--- config.mk ---
export PLATFORM = sky130hd
export DESIGN_NAME = avc_regs_top
export DESIGN_NICKNAME = d
export VERILOG_FILES = /design/src/rtl/avc_pkg.sv /design/src/rtl/avc_regs_top.sv /design/src/rtl/avc_rst_pulse.sv /design/src/rtl/avc_vol_chan.sv
export SDC_FILE = /design/constraint.sdc
export NUM_CORES = 1
export LEC_CHECK = 0
export BUFFER_PORTS_ARGS = -buffer_cell sky130_fd_sc_hd__buf_2
export CORE_ASPECT_RATIO = 1.5
export CORE_MARGIN = 3
export CORE_UTILIZATION = 34
export CTS_BUF_LIST = sky130_fd_sc_hd__clkbuf_8
export CTS_CLUSTER_DIAMETER = 60
export CTS_CLUSTER_SIZE = 16
export DETAILED_ROUTE_END_ITERATION = 10
export PLACE_DENSITY = 0.6
export SYNTH_ARGS = -nofsm -noshare
export SYNTH_HDL_FRONTEND = slang
export SYNTH_SLANG_ARGS = --single-unit
--- constraint.sdc ---
create_clock -name clk_sys_i -period 4.8 [get_ports clk_sys_i]
set_input_delay 0.72 -clock clk_sys_i [delete_from_list [all_inputs] [get_ports clk_sys_i]]
set_output_delay 0.72 -clock clk_sys_i [all_outputs]
set_load 0.1 [all_outputs]
--- src/rtl/avc_pkg.sv ---
`default_nettype none
package avc_pkg;

   // Clock and self-clearing reset pulse timing.
   localparam int unsigned CLK_PERIOD_NS  = 25;
   localparam int unsigned RST_PULSE_NS   = 250;
   localparam int unsigned RST_PULSE_CYC_RAW =
      (RST_PULSE_NS + CLK_PERIOD_NS - 1) / CLK_PERIOD_NS;
   localparam int unsigned RST_PULSE_CYC  = (RST_PULSE_CYC_RAW < 1) ? 1 : RST_PULSE_CYC_RAW;
   localparam int unsigned RST_CNT_W      = 4;
   localparam logic [3:0]  RST_PULSE_CNT  = 4'(RST_PULSE_CYC);

   // Register addresses in the controller address space.
   localparam logic [15:0] ADDR_TOP_CTRL  = 16'hA038;
   localparam logic [15:0] ADDR_C0_LEFT   = 16'hA1A0;
   localparam logic [15:0] ADDR_C0_RIGHT  = 16'hA1A1;
   localparam logic [15:0] ADDR_C1_LEFT   = 16'hA1A2;
   localparam logic [15:0] ADDR_C1_RIGHT  = 16'hA1A3;
   localparam logic [15:0] ADDR_MIX_LEFT  = 16'hA1A6;
   localparam logic [15:0] ADDR_MIX_RIGHT = 16'hA1A7;

   // Top control field positions.
   localparam int unsigned CTRL_RST_BIT   = 0;
   localparam int unsigned CTRL_EN_BIT    = 1;
   localparam int unsigned CTRL_DIG_BIT   = 2;
   localparam int unsigned CTRL_CLD_BIT   = 3;
   localparam logic [7:1]  CTRL_RST_VAL   = 7'h00;

   // Volume register layout.
   localparam int unsigned VOL_MUTE_BIT   = 7;
   localparam logic [7:0]  VOL_RST_VAL    = 8'h80;
   localparam int unsigned DAC_ATT_W      = 7;
   localparam int unsigned MIX_ATT_W      = 5;
   localparam int unsigned DAC_STEP_QDB   = 3;
   localparam int unsigned MIX_STEP_QDB   = 6;
   localparam int unsigned QDB_W          = 9;

   // Channel slots.
   localparam int unsigned NUM_CHAN       = 6;
   localparam logic [2:0]  SLOT_C0_LEFT   = 3'h0;
   localparam logic [2:0]  SLOT_C0_RIGHT  = 3'h1;
   localparam logic [2:0]  SLOT_C1_LEFT   = 3'h2;
   localparam logic [2:0]  SLOT_C1_RIGHT  = 3'h3;
   localparam logic [2:0]  SLOT_MIX_LEFT  = 3'h4;
   localparam logic [2:0]  SLOT_MIX_RIGHT = 3'h5;
   localparam logic [7:0]  RDATA_NONE     = 8'h00;

   typedef struct packed {
      logic        wr;
      logic        rd;
      logic [15:0] addr;
      logic [7:0]  wdata;
   } avc_bus_req_t;

   typedef struct packed {
      logic subsys_rst;
      logic analog_standby;
      logic pll_run;
      logic dig_audio_pd;
      logic classd_pd;
   } avc_pwr_t;

   typedef struct packed {
      logic             silent;
      logic [QDB_W-1:0] atten_qdb;
   } avc_chan_t;

   // Returns {hit, slot} for a volume register address.
   function automatic logic [3:0] avc_vol_slot(input logic [15:0] addr);
      logic [3:0] res;
      res = 4'h0;
      unique case (addr)
         ADDR_C0_LEFT:   res = {1'b1, SLOT_C0_LEFT};
         ADDR_C0_RIGHT:  res = {1'b1, SLOT_C0_RIGHT};
         ADDR_C1_LEFT:   res = {1'b1, SLOT_C1_LEFT};
         ADDR_C1_RIGHT:  res = {1'b1, SLOT_C1_RIGHT};
         ADDR_MIX_LEFT:  res = {1'b1, SLOT_MIX_LEFT};
         ADDR_MIX_RIGHT: res = {1'b1, SLOT_MIX_RIGHT};
         default:        res = 4'h0;
      endcase
      return res;
   endfunction : avc_vol_slot

endpackage : avc_pkg
`default_nettype wire

--- src/rtl/avc_regs_top.sv ---
`timescale 1ns/1ps
`default_nettype none
// What this block does
// - Writing one to reset bit pulses subsystem reset; bit self-clears after 250 ns.
// - Enable bit low (default) holds analog in standby and the PLL stopped.
// - Digital sound path off bit at one powers down the digital audio path.
// - Amplifier digital path off bit at one powers down the Class-D logic.
// - Every register is eight bits and is written as one whole byte.
// - Bit 7 of each volume register is that channel's mute control.
// - Mute bit at one silences the channel; mute resets to one.
// - Converter attenuation is 7 bits, 0.75 dB per step, resets to zero.
// - Deepest converter attenuation is 95.25 dB at the top code.
// - Mixer attenuation is 5 bits, 1.5 dB per step; bits 6:5 reserved.
// - Mixer code 1Fh gives the maximum attenuation of 46.5 dB.
// - Each converter has separate left and right volume registers.
// - The mixer output has separate left and right volume registers.
module avc_regs_top
   import avc_pkg::*;
(
   input  wire logic                    clk_sys_i,
   input  wire logic                    sys_rst_i,
   input  wire avc_bus_req_t            bus_i,
   output var  logic [7:0]              rdata_o,
   output var  logic                    rvalid_o,
   output var  avc_pwr_t                pwr_o,
   output wire avc_chan_t [NUM_CHAN-1:0] chan_o
);

   logic [7:1] ctrl_ff;
   logic [7:0] vol_ff [NUM_CHAN];
   logic       rst_busy;
   logic       rst_start;
   logic       top_hit;
   logic [3:0] wr_slot;
   logic [3:0] rd_slot;
   logic       path_on;
   logic [7:0] nxt_rdata;

   assign top_hit   = (bus_i.addr == ADDR_TOP_CTRL);
   assign wr_slot   = avc_vol_slot(bus_i.addr);
   assign rd_slot   = avc_vol_slot(bus_i.addr);
   assign rst_start = bus_i.wr & top_hit & bus_i.wdata[CTRL_RST_BIT];

   // The reset bit itself lives in the pulse generator, never in ctrl_ff.
   avc_rst_pulse u_rst_pulse (
      .clk_sys_i (clk_sys_i),
      .sys_rst_i (sys_rst_i),
      .start_i   (rst_start),
      .busy_o    (rst_busy)
   );

   // Top control byte; bits 7:4 are reserved but keep what is written.
   always_ff @(posedge clk_sys_i or posedge sys_rst_i) begin
      if (sys_rst_i) begin
         ctrl_ff <= CTRL_RST_VAL;
      end else if (bus_i.wr && top_hit) begin
         ctrl_ff <= bus_i.wdata[7:1];
      end
   end

   // Writes to unmapped or reserved addresses are dropped silently.
   always_ff @(posedge clk_sys_i or posedge sys_rst_i) begin
      if (sys_rst_i) begin
         for (int i = 0; i < NUM_CHAN; i++) begin
            vol_ff[i] <= VOL_RST_VAL;
         end
      end else if (bus_i.wr && wr_slot[3]) begin
         vol_ff[wr_slot[2:0]] <= bus_i.wdata;
      end
   end

   always_comb begin
      nxt_rdata = RDATA_NONE;
      if (top_hit) begin
         nxt_rdata = {ctrl_ff, rst_busy};
      end else if (rd_slot[3]) begin
         nxt_rdata = vol_ff[rd_slot[2:0]];
      end
   end

   always_ff @(posedge clk_sys_i or posedge sys_rst_i) begin
      if (sys_rst_i) begin
         rdata_o  <= RDATA_NONE;
         rvalid_o <= 1'b0;
      end else begin
         rvalid_o <= bus_i.rd;
         if (bus_i.rd) begin
            rdata_o <= nxt_rdata;
         end
      end
   end

   // Power controls are registered so every output leaves from a flop.
   always_ff @(posedge clk_sys_i or posedge sys_rst_i) begin
      if (sys_rst_i) begin
         pwr_o.subsys_rst     <= 1'b0;
         pwr_o.analog_standby <= 1'b1;
         pwr_o.pll_run        <= 1'b0;
         pwr_o.dig_audio_pd   <= 1'b0;
         pwr_o.classd_pd      <= 1'b0;
      end else begin
         pwr_o.subsys_rst     <= rst_busy;
         pwr_o.analog_standby <= ~ctrl_ff[CTRL_EN_BIT];
         pwr_o.pll_run        <= ctrl_ff[CTRL_EN_BIT];
         pwr_o.dig_audio_pd   <= ctrl_ff[CTRL_DIG_BIT];
         pwr_o.classd_pd      <= ctrl_ff[CTRL_CLD_BIT];
      end
   end

   // A channel cannot make sound while the audio path is disabled or in reset.
   assign path_on = ctrl_ff[CTRL_EN_BIT] & ~ctrl_ff[CTRL_DIG_BIT] & ~rst_busy;

   // The full 7-bit field is honoured, so code 7Fh reaches 95.25 dB.
   for (genvar g = 0; g < 4; g++) begin : g_dac
      avc_vol_chan #(
         .ATT_W    (DAC_ATT_W),
         .STEP_QDB (DAC_STEP_QDB)
      ) u_chan (
         .clk_sys_i (clk_sys_i),
         .sys_rst_i (sys_rst_i),
         .vol_i     (vol_ff[g]),
         .path_on_i (path_on),
         .chan_o    (chan_o[g])
      );
   end

   // Mixer bits 6:5 are stored but never reach the attenuation.
   for (genvar g = 4; g < NUM_CHAN; g++) begin : g_mix
      avc_vol_chan #(
         .ATT_W    (MIX_ATT_W),
         .STEP_QDB (MIX_STEP_QDB)
      ) u_chan (
         .clk_sys_i (clk_sys_i),
         .sys_rst_i (sys_rst_i),
         .vol_i     (vol_ff[g]),
         .path_on_i (path_on),
         .chan_o    (chan_o[g])
      );
   end

   // Helper: length of the current reset pulse, restarted by every start.
   logic [7:0] pulse_len_ff;
   always_ff @(posedge clk_sys_i or posedge sys_rst_i) begin
      if (sys_rst_i) begin
         pulse_len_ff <= 8'h00;
      end else if (rst_start) begin
         pulse_len_ff <= 8'h01;
      end else if (rst_busy) begin
         pulse_len_ff <= pulse_len_ff + 8'h01;
      end
   end
endmodule : avc_regs_top
`default_nettype wire

--- src/rtl/avc_rst_pulse.sv ---
`timescale 1ns/1ps
`default_nettype none
module avc_rst_pulse
   import avc_pkg::*;
(
   input  wire logic clk_sys_i,
   input  wire logic sys_rst_i,
   input  wire logic start_i,
   output var  logic busy_o
);

   logic [RST_CNT_W-1:0] cnt_ff;

   // A fresh start while busy reloads the count, so the pulse never ends early.
   always_ff @(posedge clk_sys_i or posedge sys_rst_i) begin
      if (sys_rst_i) begin
         cnt_ff <= '0;
         busy_o <= 1'b0;
      end else if (start_i) begin
         cnt_ff <= RST_PULSE_CNT;
         busy_o <= 1'b1;
      end else if (cnt_ff != '0) begin
         cnt_ff <= cnt_ff - RST_CNT_W'(1);
         busy_o <= (cnt_ff != RST_CNT_W'(1));
      end
   end

endmodule : avc_rst_pulse
`default_nettype wire

--- src/rtl/avc_vol_chan.sv ---
`timescale 1ns/1ps
`default_nettype none
module avc_vol_chan
   import avc_pkg::*;
#(
   parameter int unsigned ATT_W   = DAC_ATT_W,
   parameter int unsigned STEP_QDB = DAC_STEP_QDB
)(
   input  wire logic      clk_sys_i,
   input  wire logic      sys_rst_i,
   input  wire logic [7:0] vol_i,
   input  wire logic      path_on_i,
   output var avc_chan_t  chan_o
);

   logic [QDB_W-1:0] nxt_atten;

   // Attenuation is reported in quarter-dB units so both step sizes stay exact.
   always_comb begin
      nxt_atten = QDB_W'(vol_i[ATT_W-1:0]) * QDB_W'(STEP_QDB);
   end

   always_ff @(posedge clk_sys_i or posedge sys_rst_i) begin
      if (sys_rst_i) begin
         chan_o.silent    <= 1'b1;
         chan_o.atten_qdb <= '0;
      end else begin
         chan_o.silent    <= vol_i[VOL_MUTE_BIT] | ~path_on_i;
         chan_o.atten_qdb <= nxt_atten;
      end
   end

endmodule : avc_vol_chan
`default_nettype wire

==> results.cfg <==
[status]
status = complete, no violations

[finish]
n_fill_cell = 1873
layout_commonest_cell = dfrtp_1
drive_above_1_share_pct = 32.6
final_cell_mix = dfrtp_1, buf_2, inv_1, mux2_2, ha_1
multi_input_area_sq_um = 3060
regArea_sq_um = 3270
syn_to_final_growth_pct = 18.1
antennaDiodeCount = 0
fin_nets = 745

[critical_path]
startpoint_type = input port
crit_chain = buf_2, or4b_4, or4_1, nor4_4, mux2_2
critical_path_class = in -> reg
worstSetupEndpointType = flop
slowest_stage = or4_1
critical-path-max-stage-delay_ps = 840
cp.required_ps = 5120
cp.arrival_ps = 3190
cp_max_fo = 8

[clocking]
cts_resized = 0
cts_tree = done
clk_path_buf_depth = 2
post_cts_buffers = 0
holdBufCountCts = 0
clock_latency_ps = 440
cts.sinks = 130
clkSlewWorstSetupHoldPaths_ps = 80
cts-buffers-inserted = 17
root_buffer = clkbuf_8
htreeDepth = 4

[sta]
fmax_mhz = 349
finalSetupTns_ps = 0
fin_crit_ps = 2870
tightestPinTransition_ps = 892
rsz0062_at_grt = no
setup_ws_ps = 1930
worst_clock_skew_ps = 13.1
hold_viol_final = 0
finalCritPeriodShare_pct = 59.7
slew_headroom_pct = 40.3
slew_violations = 0
setup_violations = 0

[route]
wl_per_cell_um = 17.2
routed_wirelength_mm = 16.1
drt-initial-drc-count = 192
dr.pass1.iters = 4
vias_per_cell = 5.01
num_vias = 4676
ant_nets = 0
post-route-drc-count = 0

[synthesis]
ys_ff_latch = 130
synth_seq_area_share_pct = 49.3
synth_edf_count = 0
synth.distinct_cells = 53
yosysWarnings = 0
synth_ff_type = dfrtp_1
avgSynthCellArea_sq_um = 11.9
ys_async_sr_fraction_pct = 100
synth_area_sq_um = 6640
syn-instance-count = 558

[floorplan]
die_h_um = 177
core_sq_um = 19200
die_area_sq_um = 21300
die_x_um = 120
initial_core_util_pct = 34.6
placementRows = 62
num_io_pins = 102

[hold_path]
min_path_type = reg -> reg

[pwr]
irDropWorstVdd_uv = 174
power_leakage_nw = 4.10
p_per_area_nw_per_um2 = 305

[grt]
grt_antenna_before_repair = 0
grt_pass1_wl_mm = 25.9
grt.overflow.total = 0
grt_pass1_vias = 5004
grt_use_total_pct = 15.7
grt_max_degree = 73

[placement]
dp_slack_ps = 1460
dp_hpwl_mm = 11.9
gp_congestion = 0.882
portBuffers = 97

[flow_run]
cap_violations = 0
[stage by stage]
step / hold slack, ps / total power [W] / instances / cell area (sq um) / utilization [%]
after floorplan: 371 / 0.00132 / 561 / 6650 / -
after global placement: 411 / 0.00136 / 901 / 7400 / 38.6
after detailed placement: 406 / 0.00138 / 901 / 7400 / 38.6
after CTS: 429 / 0.00242 / 933 / 7840 / 40.9
after global routing: 453 / 0.00249 / 933 / 7840 / 40.9
final: 416 / 0.00239 / 933 / 7840 / 40.9
[critical path: cells and delay by family]
family | cells | cell delay, ps
buffers and inverters | 1 | 90
AND/OR/NAND/NOR | 3 | 1970
multiplexers | 1 | 400
[routing by layer]
metal / part of all wire (%) / vias up / track usage [%] / routed length (um)
li1: - / 2178 / - / -
met1: 38 / 2335 / 16.7 / 6050
met2: 55 / 119 / 29.0 / 8770
met3: 4.4 / 44 / 3.45 / 704
met4: 3.3 / 0 / 7.50 / 537
met5: 0 / - / 0 / 0
[worst paths after layout]
check / from / endpoint / slack (ps) / depth (start not counted)
max: bus_i[19] / vol_ff[38] / 1930 / 5
max reg2reg: vol_ff[16] / g_dac[3].u_chan.chan_o[7] / 2680 / 7
min in group asynchronous: sys_rst_i / g_dac[3].u_chan.chan_o[6] / 460 / 2
min reg2reg: ctrl_ff[3] / pwr_o[0] / 420 / 0
max in group asynchronous: sys_rst_i / g_dac[2].u_chan.chan_o[9] / 3340 / 3
min: ctrl_ff[3] / pwr_o[0] / 420 / 0
[report_power, final]
| part | internal, W | switching (W) | leakage, nW |
|---|---|---|---|
| clock network | 0.000572 | 0.000460 | 0.220 |
| logic | 0.0000710 | 0.000143 | 2.13 |
| registers | 0.00112 | 0.0000239 | 1.75 |
| total | 0.00176 | 0.000627 | 4.10 |
[flip-flops by register name, indices dropped and copies added, names as in the netlist]
register,flops
g_dac.u_chan.chan_o,40
u_rst_pulse.busy_o,1
rdata_o,8
g_mix.u_chan.chan_o,16
u_rst_pulse.cnt_ff,4
rvalid_o,1
pwr_o,5
vol_ff,48
ctrl_ff,7
[Yosys cell counts (3+ instances only)]
library cell	number	share of area (%)
mux2i_1	15	2.3
o21a_1	4	0.45
buf_4	4	0.45
xnor2_1	8	1.1
nor3_4	4	0.98
a21oi_1	18	1.4
nor2_1	15	0.85
and4_1	3	0.40
nor4_1	3	0.28
a21o_1	15	1.7
dfrtp_1	117	44
o211ai_1	7	0.79
ha_1	47	8.9
nor3b_1	4	0.45
mux2_2	58	9.8
a31o_2	8	1.1
and3_1	3	0.28
nand2_1	29	1.6
dfstp_2	13	5.1
o21bai_1	3	0.34
nor2b_1	4	0.38
nor3_1	9	0.68
clkbuf_1	10	0.57
a2111o_1	3	0.51
a221oi_1	3	0.40
a2111oi_0	3	0.40
o21ai_0	12	0.91
nand2b_1	17	1.6
a31oi_1	3	0.28
a2bb2oi_1	7	0.92
fa_1	6	1.8
o32ai_1	9	1.2
inv_1	61	3.5
xor2_1	7	0.92
o311ai_0	4	0.53
[cell families (layout without fill, tap and decap cells)]
| group | Yosys count | after routing | synth area share [%] |
|---|---|---|---|
| other | 1 | 4 | 0.0565 |
| AOI/OAI and AO/OA | 101 | 101 | 11.1 |
| buffers and inverters | 78 | 194 | 4.77 |
| muxes | 74 | 74 | 12.3 |
| DFF | 130 | 130 | 49.3 |
| and+or+nand+nor | 106 | 106 | 9.92 |
| xor gates and xnor gates | 15 | 15 | 1.98 |
| adders and majority gates | 53 | 53 | 10.7 |
[layout make-up]
type,count,share of cell area (%)
Clock inverter,15,2.65
Sequential cell,130,41.7
Inverter,61,2.95
Clock buffer,17,2.98
Timing Repair Buffer,101,6.58
Tap cell,256,4.09
Multi-Input combinational cell,353,39.1
No activity file was read; power rests on OpenSTA's default activity.
